## src/rtl/csr_pkg.sv

```systemverilog
// Shared constants for the conversion start and readout link
package csr_pkg;
   localparam int unsigned CLK_HZ = 100_000_000;
   localparam int unsigned WORD_BITS = 32;
   localparam int unsigned SHORT_BITS = 31;
   localparam int unsigned OSR = 256;
   localparam int unsigned INT_OSC_HZ = 153_600;
   localparam int unsigned INT_OSC_PER_FS = 10;
   localparam int unsigned NOTCH_HZ = 60;
   localparam int unsigned CONV_CYCLES_PER_NOTCH = 8;
   localparam int unsigned FS_HZ = INT_OSC_HZ / INT_OSC_PER_FS;
   localparam int unsigned INT_FS_DIV = CLK_HZ / FS_HZ;
   localparam int unsigned CONV_FS_TICKS = OSR * CONV_CYCLES_PER_NOTCH;
   localparam int unsigned SCK_HALF_DIV = 4;
   localparam int unsigned FIFO_DEPTH = 16;
endpackage

```

## src/rtl/csr_link_if.sv

```systemverilog
// Interface joining converter end and host end of the serial link
`timescale 1ns/1ps
`default_nettype none
interface csr_link_if;
   logic cs_n;
   logic sck;
   logic sdo;
   logic sdo_oe;
   logic notch_frequency_pin;
   modport dev (input cs_n, input sck, input notch_frequency_pin, output sdo, output sdo_oe);
   modport host (output cs_n, output sck, output notch_frequency_pin, input sdo, input sdo_oe);
endinterface
`default_nettype wire

```

## src/rtl/csr_host.sv

```systemverilog
// Host end: FIFO buffer and readout sequencer driving select and serial clock
`timescale 1ns/1ps
`default_nettype none
module csr_fifo #(
   parameter int unsigned WIDTH = 32,
   parameter int unsigned DEPTH = 16
) (
   input wire logic clk_in,
   input wire logic nrst_in,
   input wire logic in_valid_in,
   output logic in_ready_out,
   input wire logic [WIDTH-1:0] in_data_in,
   output logic out_valid_out,
   input wire logic out_ready_in,
   output logic [WIDTH-1:0] out_data_out
);
   localparam int unsigned AW = $clog2(DEPTH);
   initial begin
      if (DEPTH < 2 || (1 << AW) != DEPTH) $error("DEPTH must be a power of two");
   end
   logic [WIDTH-1:0] mem [DEPTH];
   logic [AW:0] wr_ptr;
   logic [AW:0] rd_ptr;
   wire full = (wr_ptr[AW] != rd_ptr[AW]) && (wr_ptr[AW-1:0] == rd_ptr[AW-1:0]);
   wire empty = (wr_ptr == rd_ptr);
   wire push = in_valid_in & ~full;
   wire pop = out_ready_in & ~empty;
   // Pointers carry one extra bit so full and empty are exact
   always_ff @(posedge clk_in) begin
      if (!nrst_in) begin
         wr_ptr <= '0;
         rd_ptr <= '0;
      end else begin
         if (push) wr_ptr <= wr_ptr + 1'b1;
         if (pop) rd_ptr <= rd_ptr + 1'b1;
      end
   end
   always_ff @(posedge clk_in) begin
      if (push) mem[wr_ptr[AW-1:0]] <= in_data_in;
   end
   assign in_ready_out = ~full;
   assign out_valid_out = ~empty;
   assign out_data_out = mem[rd_ptr[AW-1:0]];
endmodule

module csr_host #(
   parameter int unsigned READ_BITS = csr_pkg::SHORT_BITS,
   parameter int unsigned HALF_DIV = csr_pkg::SCK_HALF_DIV
) (
   input wire logic CLK_IN,
   input wire logic NRST_IN,
   input wire logic READ_REQ_IN,
   input wire logic F0_CLK_IN,
   output logic BUSY_OUT,
   output logic WORD_VALID_OUT,
   input wire logic WORD_READY_IN,
   output logic [csr_pkg::WORD_BITS-1:0] WORD_OUT,
   csr_link_if.host LINK
);
   import csr_pkg::*;
   initial begin
      if (READ_BITS < 1 || READ_BITS > WORD_BITS || HALF_DIV < 1) $error("bad host parameters");
   end
   typedef enum logic [1:0] {H_IDLE = 2'b00, H_LOW = 2'b01, H_HIGH = 2'b10, H_DONE = 2'b11} csr_hstate_t;
   csr_hstate_t state;
   logic [7:0] div;
   logic [5:0] nbits;
   logic [WORD_BITS-1:0] shreg;
   logic cs_n;
   logic sck;
   logic push;
   logic [1:0] sdo_sync;
   logic fifo_ready;
   wire div_end = (div == 8'(HALF_DIV - 1));
   wire last_bit = (nbits == 6'(READ_BITS - 1));
   // Hold off a readout while the buffer cannot take its word
   wire go = READ_REQ_IN & fifo_ready & ~push;
   always_ff @(posedge CLK_IN) begin
      if (!NRST_IN) begin
         sdo_sync <= 2'h0;
      end else begin
         sdo_sync <= {sdo_sync[0], LINK.sdo};
      end
   end
   // Sequencer: clock made by a divider, stops at READ_BITS so the select keeps control
   always_ff @(posedge CLK_IN) begin
      if (!NRST_IN) begin
         state <= H_IDLE;
         div <= 8'h00;
         nbits <= 6'h00;
         shreg <= 32'h0000_0000;
         cs_n <= 1'b1;
         sck <= 1'b0;
         push <= 1'b0;
      end else begin
         push <= 1'b0;
         div <= div_end ? 8'h00 : div + 8'h01;
         case (state)
            H_IDLE: begin
               div <= 8'h00;
               if (go) begin
                  cs_n <= 1'b0;
                  nbits <= 6'h00;
                  state <= H_LOW;
               end
            end
            H_LOW: begin
               if (div_end) begin
                  sck <= 1'b1;
                  state <= H_HIGH;
               end
            end
            H_HIGH: begin
               // Sample at the end of the high phase: the data path through the
               // device's synchronisers and ours is too slow to sample at the rise
               if (div_end) begin
                  sck <= 1'b0;
                  shreg <= {shreg[WORD_BITS-2:0], sdo_sync[1]};
                  if (last_bit) begin
                     state <= H_DONE;
                  end else begin
                     nbits <= nbits + 6'h01;
                     state <= H_LOW;
                  end
               end
            end
            H_DONE: begin
               if (div_end) begin
                  cs_n <= 1'b1;
                  push <= 1'b1;
                  state <= H_IDLE;
               end
            end
            default: state <= H_IDLE;
         endcase
      end
   end
   // Left-justify a shortened readout so bit weights stay fixed
   wire [WORD_BITS-1:0] word = shreg << (WORD_BITS - READ_BITS);
   csr_fifo #(.WIDTH(WORD_BITS), .DEPTH(FIFO_DEPTH)) u_fifo (
      .clk_in(CLK_IN),
      .nrst_in(NRST_IN),
      .in_valid_in(push),
      .in_ready_out(fifo_ready),
      .in_data_in(word),
      .out_valid_out(WORD_VALID_OUT),
      .out_ready_in(WORD_READY_IN),
      .out_data_out(WORD_OUT)
   );
   assign LINK.cs_n = cs_n;
   assign LINK.sck = sck;
   assign LINK.notch_frequency_pin = F0_CLK_IN;
   assign BUSY_OUT = (state != H_IDLE);
endmodule
`default_nettype wire

```

## src/flat_wrapper.sv

```systemverilog
// flat-port wrapper written by rule: the top's interface ports become plain ports
module csr_host_flat import csr_pkg::*;
#(
   parameter int unsigned READ_BITS = csr_pkg::SHORT_BITS,
   parameter int unsigned HALF_DIV = csr_pkg::SCK_HALF_DIV
)
  (CLK_IN, NRST_IN, READ_REQ_IN, F0_CLK_IN, BUSY_OUT, WORD_VALID_OUT, WORD_READY_IN, WORD_OUT, LINK_cs_n, LINK_sck, LINK_notch_frequency_pin, LINK_sdo, LINK_sdo_oe);
  csr_link_if LINK_i ();
  input wire logic CLK_IN;
  input wire logic NRST_IN;
  input wire logic READ_REQ_IN;
  input wire logic F0_CLK_IN;
  output logic BUSY_OUT;
  output logic WORD_VALID_OUT;
  input wire logic WORD_READY_IN;
  output logic [csr_pkg::WORD_BITS-1:0] WORD_OUT;
  output wire logic [$bits(LINK_i.cs_n)-1:0] LINK_cs_n;
  output wire logic [$bits(LINK_i.sck)-1:0] LINK_sck;
  output wire logic [$bits(LINK_i.notch_frequency_pin)-1:0] LINK_notch_frequency_pin;
  input wire logic [$bits(LINK_i.sdo)-1:0] LINK_sdo;
  input wire logic [$bits(LINK_i.sdo_oe)-1:0] LINK_sdo_oe;
  assign LINK_cs_n = LINK_i.cs_n;
  assign LINK_sck = LINK_i.sck;
  assign LINK_notch_frequency_pin = LINK_i.notch_frequency_pin;
  assign LINK_i.sdo = LINK_sdo;
  assign LINK_i.sdo_oe = LINK_sdo_oe;
  csr_host #(.READ_BITS(READ_BITS), .HALF_DIV(HALF_DIV)) u_core (.CLK_IN(CLK_IN), .NRST_IN(NRST_IN), .READ_REQ_IN(READ_REQ_IN), .F0_CLK_IN(F0_CLK_IN), .BUSY_OUT(BUSY_OUT), .WORD_VALID_OUT(WORD_VALID_OUT), .WORD_READY_IN(WORD_READY_IN), .WORD_OUT(WORD_OUT), .LINK(LINK_i));
endmodule
```

## config.mk

```make
export PLATFORM = sky130hd
export DESIGN_NAME = csr_host_flat
export DESIGN_NICKNAME = d
export VERILOG_FILES = /design/src/rtl/csr_pkg.sv /design/src/rtl/csr_link_if.sv /design/src/rtl/csr_host.sv /design/src/flat_wrapper.sv
export SDC_FILE = /design/constraint.sdc
export NUM_CORES = 1
export LEC_CHECK = 0
export BUFFER_PORTS_ARGS = -buffer_cell sky130_fd_sc_hd__buf_2
export CAP_MARGIN = 5
export CORE_MARGIN = 5
export CORE_UTILIZATION = 50
export CTS_CLUSTER_SIZE = 10
export DETAILED_ROUTE_END_ITERATION = 10
export HOLD_SLACK_MARGIN = 0.06
export PLACE_DENSITY = 0.66
export SLEW_MARGIN = 5
export SYNTH_ARGS = -nofsm -noshare
export SYNTH_HDL_FRONTEND = slang
export SYNTH_HIERARCHICAL = 1
export SYNTH_SLANG_ARGS = --single-unit
```

## constraint.sdc

```tcl
create_clock -name CLK_IN -period 4.1 [get_ports CLK_IN]
set_input_delay 1.23 -clock CLK_IN [delete_from_list [all_inputs] [get_ports CLK_IN]]
set_output_delay 1.23 -clock CLK_IN [all_outputs]
set_load 0.05 [all_outputs]
```

Word level (Yosys, flattened, before mapping)
Memory sizes are Yosys's and may differ from the RTL's. A register that Yosys moved wholly into a read port is not among the register bits.
Cells that the tools add are included.
- bits in registers: 62
- memory bits (writable): 496
- bits of input ports: 7
- output and inout port bits: 37
- memories kept: 1
- memories (name ; words ; bits a word ; read ports ; clocked after Yosys merged registers in ; wr ports ; RTL line ; RTL):
    u_core.u_fifo.mem ; 16 ; 31 ; 1 ; 1 ; 1 ; csr_host.sv:21 ; logic [WIDTH-1:0] mem [DEPTH];
- $add $sub $neg: 4
- eq/ne operators: 13
- mux-type cells: 20
- bitwise gates (word level): 8
- reduce and logical (&&, ||, !) cells: 13
- operator list (cell ; number):
    $mux 6 ; 3
    $pmux 6 s2 ; 1
    $add 5x1->5 const B ; 2
    $mux 2 ; 5
    $add 8x1->8 const B ; 1
    $eq 8x2->1 const B ; 1
    $mux 4 ; 2
    $ne 2x1->1 const B ; 4
    $pmux 2 s4 ; 1
    $reduce_and 4->1 ; 2
    $reduce_bool 2->1 ; 4
    $add 6x1->6 const B ; 1
    $eq 6x5->1 const B ; 1
    $mux 1 ; 6
    $reduce_and 3->1 ; 2
    $eq 5x5->1 ; 1
    $and 1x1->1 ; 4
    $eq 2x2->1 const B ; 2
    $eq 4x4->1 ; 1
    $not 1->1 ; 4
    $pmux 1 s2 ; 2
    $reduce_and 2->1 ; 2
    $reduce_or 3->1 ; 1
    $eq 2x1->1 const B ; 1
    other kinds (4) ; 4

Longest topological paths before layout
Gate-level depths: netlist of run 1.
- depth in word-level cells: 7
- mapped depth: 10

Hierarchy
Netlist of run 1, hierarchy kept.
- modules (own cells, without submodules) (module ; times used ; cells each ; area each (um^2)):
    csr_fifo ; 1 ; 814 ; 20216.9
    csr_host ; 1 ; 251 ; 2159.6

Least setup slack after synthesis of run 1
No wires, ideal clock.
- path type: register to output
- start point: register with a tool-made name
- end point: output, netlist name WORD_OUT[0]
- arrival time: 1867 ps
- slack: 1003 ps
- cell stages (with the launch flop): 5
- cells stage by stage: dfxtp_1 > clkbuf_1 > buf_1 > mux4_2 > mux4_2

==> results of run 1 <==
[flip-flops by register name (all words and copies together) (netlist names), named ones only]
register              count
u_core/shreg             31
u_core/u_fifo/mem       512
u_core/div                8
u_core/nbits              6
u_core/u_fifo/wr_ptr      5
u_core/LINK.sck           1
u_core/LINK.cs_n          1
u_core/sdo_sync           2
u_core/push               1
u_core/state              2
u_core/u_fifo/rd_ptr      5
[cells by family (layout without fill, tap and decap cells)]
logic type / Yosys count / in the layout / share of synthesized area [%]
fa+ha+maj: 8 / 8 / 0.447
flops: 578 / 578 / 74.6
other cells: 1 / 16 / 0.0168
mux: 173 / 173 / 17.2
compound gates: 57 / 57 / 1.90
xor+xnor: 12 / 12 / 0.470
buf+inv: 67 / 197 / 1.71
simple gates: 169 / 169 / 3.70
[placed cells by master, fill, tap and decap left out, types with 2 or more instances in the layout]
cell                        count
sky130_fd_sc_hd__a32oi_1        2
sky130_fd_sc_hd__mux2i_1       13
sky130_fd_sc_hd__a21boi_1       5
sky130_fd_sc_hd__a2111o_1       2
sky130_fd_sc_hd__a21oi_1        4
sky130_fd_sc_hd__xor2_1        10
sky130_fd_sc_hd__o211ai_1       3
sky130_fd_sc_hd__nor2_1        14
sky130_fd_sc_hd__mux4_2       132
sky130_fd_sc_hd__edfxtp_1     512
sky130_fd_sc_hd__nand3_1       20
sky130_fd_sc_hd__and2_1         4
sky130_fd_sc_hd__nor3b_1        3
sky130_fd_sc_hd__buf_4         17
sky130_fd_sc_hd__nand2_1       81
sky130_fd_sc_hd__a21boi_0      27
sky130_fd_sc_hd__and3_1         3
sky130_fd_sc_hd__o21ai_0        4
sky130_fd_sc_hd__nand4_1        6
sky130_fd_sc_hd__nand3b_1       2
sky130_fd_sc_hd__dfxtp_1       62
sky130_fd_sc_hd__xnor2_1        2
sky130_fd_sc_hd__dfxtp_2        2
sky130_fd_sc_hd__and3_2        15
sky130_fd_sc_hd__clkbuf_8       2
sky130_fd_sc_hd__nand2b_1       5
sky130_fd_sc_hd__nor3_1         2
sky130_fd_sc_hd__inv_1          9
sky130_fd_sc_hd__nor2b_1        4
sky130_fd_sc_hd__dfxtp_4        2
sky130_fd_sc_hd__clkbuf_1      39
sky130_fd_sc_hd__mux4_1        28
sky130_fd_sc_hd__buf_2         40
sky130_fd_sc_hd__ha_1           8
sky130_fd_sc_hd__clkbuf_16     71
sky130_fd_sc_hd__buf_12        17
sky130_fd_sc_hd__conb_1        16
sky130_fd_sc_hd__nor4_1         3
[worst max-delay path, delay by kind of cell, from the launching register on]
kind / cells / cell delay, ns
flip-flops: 1 / 0.43
multiplexers: 2 / 1.15
buffers and inverters: 2 / 0.54
[cell type report]
cell class,count,area (um2),area share [%]
flip-flops and latches,578,16700,65.5
repair buffers,74,668,2.62
multi-input cells,435,5390,21.1
clock inverters,2,12.5,0.0491
clock buffers,112,1950,7.65
well taps,592,741,2.91
inverters,9,33.8,0.132
[through the flow]
step	hold slack [ns]	power, W	utilization (%)
2_1_floorplan	0.412	0.00712	-
3_3_place_gp	0.424	0.00725	53.2
3_5_place_dp	0.432	0.00725	53.2
4_1_cts	0.445	0.0126	57.7
5_1_grt	0.467	0.0129	57.7
6_report	0.441	0.0125	57.7
[metal layers]
| metal | share of wire (%) | track usage, % | wire, um | vias to the layer above |
|---|---|---|---|---|
| met5 | 0 | 0 | 0 | - |
| met4 | 1.6 | 5.19 | 725 | 0 |
| met3 | 6.2 | 3.54 | 2800 | 50 |
| met2 | 49 | 29.8 | 22100 | 321 |
| met1 | 43 | 26.6 | 19200 | 5515 |
| li1 | - | - | - | 4588 |
[worst min path at each step]
stage | start | endpoint | slack, ns | cells past startpoint
after floorplan | u_core/sdo_sync[0] | u_core/sdo_sync[1] | 0.41 | 1
after global placement | u_core/sdo_sync[0] | u_core/sdo_sync[1] | 0.42 | 1
after detailed placement | u_core/sdo_sync[0] | u_core/sdo_sync[1] | 0.43 | 1
after CTS | u_core/sdo_sync[0] | u_core/sdo_sync[1] | 0.44 | 1
after global routing | u_core/sdo_sync[0] | u_core/sdo_sync[1] | 0.47 | 1
final | u_core/sdo_sync[0] | u_core/sdo_sync[1] | 0.44 | 1
[where the power goes]
group | internal, W | total (W) | switching [W]
clock | 0.00322 | 0.00534 | 0.00212
combinational | 0.000344 | 0.000770 | 0.000426
sequential | 0.00633 | 0.00634 | 0.0000162
==> results.txt, run 1 <==
The flow ran to the end, and the final reports show no timing, DRC or antenna violations. The logs give 0.0184 ns for the setup clock skew after layout and 22400 um2 for the post-synthesis instance area. The vertical extent of the die is 222 um, and the power density over the cells is 489 nW/um2.

The highest clock frequency the design can meet is 0.252 GHz. Final critical delay including setup and external delays: 3.96 ns. The post-placement cell count came out at 1688. 44 I/O pins were placed. The worst setup path is captured at a primary output.

Number of hold-slack violations in the final timing report: 0. The tool flagged a number of max-cap violations equal to 0. The delay of the slowest cell on the worst path is 0.63 ns, and the synthesized area per cell is 21.0 um2. For the final instance count without filler cells, the log shows 1802. Entering global routing, the biggest net connects 54 pins. After detailed routing, the number of vias per cell comes to 5.81.

Once detail routing completed, the nets flagged for antenna violations numbered 0. The CTS root buffer was sky130_fd_sc_hd__clkbuf_16. The number of gates given a new drive strength after cts was 0. Yosys mapped the design onto 51 distinct sky130hd cell types. Across all register-to-register paths, the minimum setup slack is 0.90 ns. The wire-length estimate of the detail-placed layout is 23600 um.

At the end of routability-driven placement, the weighted congestion stood at 0.689. The floorplan step defined a die boundary enclosing 49100 um2. Fill cells in the final layout number 3210.

Setup repair after global routing left no endpoint under its margin. In this run the worst setup path terminates at WORD_OUT[18]. Setup slack on the critical path of the routed design comes to 0.139 ns.

In the finished design, the share of the clock period the worst path needs comes to 96.6%. Before antenna repair, the detailed router went through 4 iterations. Ranked by instance count, the synthesized netlist is headed by sky130_fd_sc_hd__edfxtp_1 (512), sky130_fd_sc_hd__mux4_2 (132), sky130_fd_sc_hd__nand2_1 (81), sky130_fd_sc_hd__dfxtp_1 (66), sky130_fd_sc_hd__mux4_1 (28). The critical path goes through buf_12 -> mux4_1 -> mux4_2 -> buf_2.

Once layout is done, the placed cells without fillers occupy 25500 um2. The total cell area at the placement stage is 23500 um2. By area the synthesized netlist is led by sky130_fd_sc_hd__edfxtp_1 (69%), sky130_fd_sc_hd__mux4_2 (13%), sky130_fd_sc_hd__dfxtp_1 (5.9%).

Synthesis produced 1065 cells. The first global-routing pass estimated 68700 um of wire. The final-report max-slew violation count was 0. The core region is 44200 um2. The library cell with the largest summed area after synthesis is sky130_fd_sc_hd__edfxtp_1. Endpoint arrival time on the critical path: 2.73 ns.

Measured against its own limit, the worst slew margin works out to 35.1%. The logs give 18.6% for the global-route usage over all layers and 68 for the number of buffers inserted during clock tree synthesis. Worst min-delay path category: flop to flop. The share of the Yosys chip area taken by registers is 74.6%.

The number of global-route vias before repair is 10.8k, and the share of the synthesized area in the top cell type is 68.7%. The H-tree depth was 3; the setup-violating endpoint count in the final report was 0. The total overflow left after global routing is 0.

The area growth from synthesis to layout came out at 13.9%. The number of antenna violations at the first check in global routing was 0; the worst path required time was 2.87 ns. By instance count, the leading cell after synthesis is sky130_fd_sc_hd__edfxtp_1. Along the worst path, the maximum fanout reaches 41. Dividing the detail-routed wire length by the instance count gives 24.9 um. The number of hold buffers added after CTS was 0. The floorplan has 77 rows. The largest individual stage delay along the critical path comes from the cell sky130_fd_sc_hd__mux4_1. TritonCTS built the clock tree. The clock transition time at the flip-flop clock pins of the worst setup and hold paths works out to 0.05 ns. In this run the critical register-to-register path is launched from u_core/u_fifo/wr_ptr[2]. After detailed routing, the number of remaining DRC violations is 0.

The path type of the worst setup path was flop to primary output. Yosys printed 6 warnings. The repair_antennas step left the layout with diodes totalling 0.

The clock latency at the later pin of the worst-skew pair was 0.57 ns. For the pin with the worst max-slew slack, the measured transition is 0.973 ns. The count of clock tree sinks came out at 578. In the final layout, the share of cells above drive strength 1 is 25.4%. The tools report the peak supply drop as 302 uV. Number of buffers inserted by port buffering: 40. The number of register bits inferred by synthesis is 578.

The total wire length came out at 44900 um. After clock tree synthesis, the setup repair step added 0 buffers. The number of cells on the worst reg-to-reg path was 6; the cell leakage power was 8.12 nW. Once the floorplan was initialized, standard cells occupied 50.6% of the core. Counting flops with an async set or reset pin after synthesis yields a share of 0%. In this run, synthesis inferred 512 flip-flops with an integrated enable. The die is 222 um wide. The number of nets in the final layout is 1181, and the worst setup slack before clock tree synthesis is 0.667 ns. The first routing iteration left 918 violations.

The final setup TNS is 0 ns. The worst-case clock buffer depth is 3. The worst register-to-register path ends at u_core/u_fifo/mem[2][23]. The routed layout has 10.5k vias. Among all flip-flop cells after synthesis, the most frequent one is sky130_fd_sc_hd__edfxtp_1. STA classifies the critical path startpoint as a flop.
Note: power is estimated with default switching activity, not from simulation.
==> inputs of run 2 (changes only) <==
- SYNTH_HIERARCHICAL: 1 -> not set
==> results.txt, run 2 <==
The total internal power was 0.00932 W (-5.8%); the post-detailed-route DRC marker count was 0 (unchanged). For the worst path required time, the log shows 2.87 ns (about the same). The clock transition time at the flip-flop clock pins of the worst setup and hold paths was 0.06 ns (about the same). The run gives 3120 (-2.8%) as the filler cell count in the final layout. The tools report the first-pass GRT wire length as 66700 um (-2.9%). The highest clock frequency the design can meet is 0.251 GHz (-0.71%).

The number of global-route vias before repair was 10.8k (+0.056%). The run gives 0 (unchanged) as the number of buffers inserted to repair setup after CTS. For the worst-case headroom to the max-slew limit, the log shows 40.8% (+5.6 points). The number of gates given a new drive strength after cts was 0 (unchanged); the setup clock skew after layout was 0.0121 ns (-0.00622 ns). The share of total power in sequential cells is 52.9% (+2.0 points), and the antenna violation net count after detailed routing is 0 (unchanged). Sequential-to-total area share from yosys stat: 75.4% (+0.75 points).

For the number of antenna violations at the first check in global routing, the log shows 0 (unchanged). The number of register bits inferred by synthesis works out to 562 (-2.8%). Flip-flop count of the largest register after layout: 496 (-3.1%). The tools report the final-report max-slew violation count as 0 (unchanged). The die span in x came out at 217 um (-1.9%). The tools report the reg2reg setup slack as 1.17 ns (+0.27 ns). The share of the clock period used by the worst path after layout works out to 97.3% (+0.69 points).

Routing usage on met3: 3.53% (-0.0087 points). The critical path's slowest cell was sky130_fd_sc_hd__mux4_2. The vertical extent of the die was 217 um (-1.9%).

The flow ran to the end, and the final reports show no timing, DRC or antenna violations. Counting stages on the worst path, the most repeated cell is sky130_fd_sc_hd__mux4_2. Average via count per standard cell: 5.87 (+0.99%).

The run gives 44.8% (+1.9 points) as the fraction of power consumed by the clock network. The tools report the number of hold-slack violations in the final timing report as 0 (unchanged). The number of stages on the worst hold path was 1 (unchanged); the final critical delay including setup and external delays was 3.99 ns (+0.0282 ns). The part of the total power dissipated in combinational logic is 2.3% (-3.9 points). The count of clock tree sinks came out at 562 (-2.8%).

The worst hold path begins at u_core.sdo_sync[0]. The cell row count came out at 76 (-1.3%). By startpoint and endpoint, the worst setup path is classified as flop to primary output. The power density over the cells is 476 nW/um2 (-2.5%). The delay of the slowest cell on the worst path works out to 0.57 ns (-0.06 ns).

The tools report the die footprint as 47300 um2 (-3.7%). The antenna cell count came out at 0 (unchanged). For the via count, the log shows 10.0k (-4.1%).

The worst min-delay path category is flop to flop. The proportion of register bits with asynchronous set or reset after synthesis works out to 0% (unchanged). In this run the clock root is driven by a sky130_fd_sc_hd__clkbuf_16. The I/O pin count is 44 (unchanged). Traced cell by cell, the critical path runs through buf_12 -> mux4_2 -> mux4_2 -> buf_2.

The most used standard cell by instance count after synthesis is sky130_fd_sc_hd__edfxtp_1. The global routing stage identified its most utilized layer as met2. The setup-violating endpoint count in the final report was 0 (unchanged). Leading cell type in the layout, fill and taps excluded: sky130_fd_sc_hd__edfxtp_1.

TritonCTS built the clock tree. The cell leakage power was 7.66 nW (-5.6%); the endpoint arrival time on the critical path was 2.76 ns (+0.03 ns). The pin count of the biggest net entering global routing was 52 (-3.7%).

The number of nets in the synthesized netlist is 1051. The final setup TNS was 0 ns (unchanged); the number of nets in the final layout was 1136 (-3.8%). The worst-case clock buffer depth is 3 (unchanged), and the number of flops mapped to enable cells by yosys is 496 (-3.1%). The largest fanout on the critical path works out to 51 (+24%). The logs give 50.3% (-0.32 points) for the effective utilization at floorplan and 0.00235 W (-8.5%) for the net switching power. The DRC violation total after the first TritonRoute iteration came out at 742 (-19%). The total half-perimeter wirelength after legalization and detailed placement came out at 21700 um (-8.2%). The number of warnings printed during yosys synthesis was 0 (-6). The fraction of final layout cells sized beyond drive strength 1 works out to 28.0% (+2.6 points).

The post-detailed-route wirelength per cell is 25.3 um (+1.6%), and the routability congestion estimate is 0.735 (+6.7%). Number of cells on the worst reg-to-reg path: 6 (unchanged). The worst register-to-register path begins at u_core.u_fifo.wr_ptr[3]. The tools report the met1 usage in global routing as 26.5% (-0.073 points). After synthesis, the cell types taking the most area are sky130_fd_sc_hd__edfxtp_1 (69%), sky130_fd_sc_hd__mux4_2 (16%), sky130_fd_sc_hd__dfxtp_1 (6.1%). The tools report the endpoint of the worst register-to-register path as u_core.u_fifo.mem[8][20]. The quantity of hold-fixing buffers added after cts is 0 (unchanged). For hold timing, the worst endpoint is u_core.sdo_sync[1].

The switching share of power came out at 20.1% (-0.48 points). For this run, the leading register cell type out of synthesis is sky130_fd_sc_hd__edfxtp_1. The share of the synthesized area in the top cell type works out to 69.2% (+0.52 points).

The tools report the number of maximum-capacitance constraint violations as 0 (unchanged). Setup repair after global routing left no endpoint under its margin. For the post-synthesis instance area, the log shows 21500 um2 (-3.8%).

The smallest hold slack came out at 0.431 ns (-0.00937 ns). The tools report the global-route usage over all layers as 18.9% (+0.36 points). The first-pass detailed-route iteration total was 5 (+1). In the layout the commonest cells are sky130_fd_sc_hd__edfxtp_1 (496), sky130_fd_sc_hd__mux4_2 (155), sky130_fd_sc_hd__nand2_1 (80), sky130_fd_sc_hd__clkbuf_16 (66), sky130_fd_sc_hd__dfxtp_1 (62).

Type of origin of the critical path: a flop. The tools report the H-tree depth as 3 (unchanged). The peak supply drop is 411 uV (+36%), and the total wire length is 43300 um (-3.6%). The logs give 42 (-18%) for the number of different library cells in the post-synthesis netlist and 57.2% (-0.42 points) for the final standard cell utilization of the core.

The number of buffers inserted by port buffering is 39 (-2.5%). The synthesized design spends more area on one cell type than any other, namely sky130_fd_sc_hd__edfxtp_1. Clock latency at the later pin of the worst-skew pair: 0.57 ns (about the same).

The run gives 0 (unchanged) as the residual overflow from global routing. The number of buffers inserted during clock tree synthesis came out at 66 (-2.9%). The tools report the cell count after synthesis as 1032 (-3.1%). For the core region area, the log shows 42800 um2 (-3.2%). The tools report the capturing element type of the critical path as a primary output.

The met2 layer usage reported by global route was 30.9% (+1.1 points). The worst-margin pin slew was 0.888 ns (-0.0844 ns). Sorting the synthesized cells by how often they occur yields sky130_fd_sc_hd__edfxtp_1 (496), sky130_fd_sc_hd__mux4_2 (155), sky130_fd_sc_hd__nand2_1 (80), sky130_fd_sc_hd__dfxtp_1 (66), sky130_fd_sc_hd__a21boi_0 (32). The synthesized area per cell is 20.8 um2 (-0.77%), and the area growth from synthesis to layout is 13.8%.
[run 2: changes by cell type in the layout (fill, tap and decap cells not counted), sizes merged, moves of 6 or more]
| cell | previous run | this run |
|---|---|---|
| edfxtp | 512 | 496 |
| conb | 16 | 1 |
| and3 | 18 | 4 |
| nor2 | 15 | 26 |
| mux2i | 13 | 3 |
| nand3 | 20 | 11 |
| xnor2 | 2 | 10 |
| and2 | 4 | 10 |
| inv | 10 | 16 |
[run 2: cell families (layout without fill, tap and decap cells)]
group,Yosys count,count (layout),synth area share (%)
adders and majority gates,12,12,0.698
AOI/OAI and AO/OA,57,57,1.92
DFF,562,562,75.4
and+or+nand+nor,158,158,3.34
muxes,158,158,16.4
buffers and inverters,65,198,1.52
other,1,1,0.0174
xor gates and xnor gates,19,19,0.773
[run 2: power groups by stage]
stage | Clock [W] | Combinational [W] | Sequential [W]
2_1_floorplan | 0 | 0.000187 | 0.00631
3_3_place_gp | 0 | 0.000260 | 0.00629
3_5_place_dp | 0 | 0.000264 | 0.00629
4_1_cts | 0.00533 | 0.000265 | 0.00617
5_1_grt | 0.00559 | 0.000295 | 0.00617
6_report | 0.00523 | 0.000266 | 0.00617
[run 2: through the flow]
stage / instances / setup slack, ns / area (um2) / total power (W)
CTS: 1711 / 0.0465 / 24500 / 0.0118
global placement: 1595 / 0.675 / 22600 / 0.00655
finish: 1711 / 0.111 / 24500 / 0.0117
detailed placement: 1595 / 0.667 / 22600 / 0.00655
global route: 1711 / 0.00337 / 24500 / 0.0121
floorplan: 1032 / 0.320 / 21500 / 0.00650
[run 2: per-layer routing]
| layer | vias up | share of wire, % |
|---|---|---|
| met2 | 261 | 50 |
| met5 | - | 0 |
| met4 | 0 | 1.9 |
| met3 | 61 | 5.0 |
| li1 | 4379 | - |
| met1 | 5343 | 43 |
[run 2: cell type report]
class | instances | area, um2 | area share [%]
sequential | 562 | 16200 | 66.3
multi-input combinational | 405 | 5090 | 20.8
clock buffer | 107 | 1810 | 7.37
tap | 546 | 683 | 2.79
timing repair buffer | 72 | 543 | 2.22
clock inverter | 9 | 104 | 0.424
inverter | 10 | 37.5 | 0.153
[run 2: critical path, delay by kind of cell (launching register included)]
family / cells / cell delay (ns)
mux: 2 / 1.09
buf+inv: 2 / 0.63
flops: 1 / 0.43
[run 2: how the worst max path moves through the flow]
stage | startpoint | endpoint | depth (start not counted)
2_1_floorplan | u_core.u_fifo.rd_ptr[2] | u_core.u_fifo.mem[0][0] | 6
3_3_place_gp | flop | WORD_OUT[6] | 4
3_5_place_dp | flop | WORD_OUT[26] | 4
4_1_cts | flop | WORD_OUT[26] | 4
5_1_grt | flop | WORD_OUT[28] | 4
6_report | flop | WORD_OUT[6] | 4
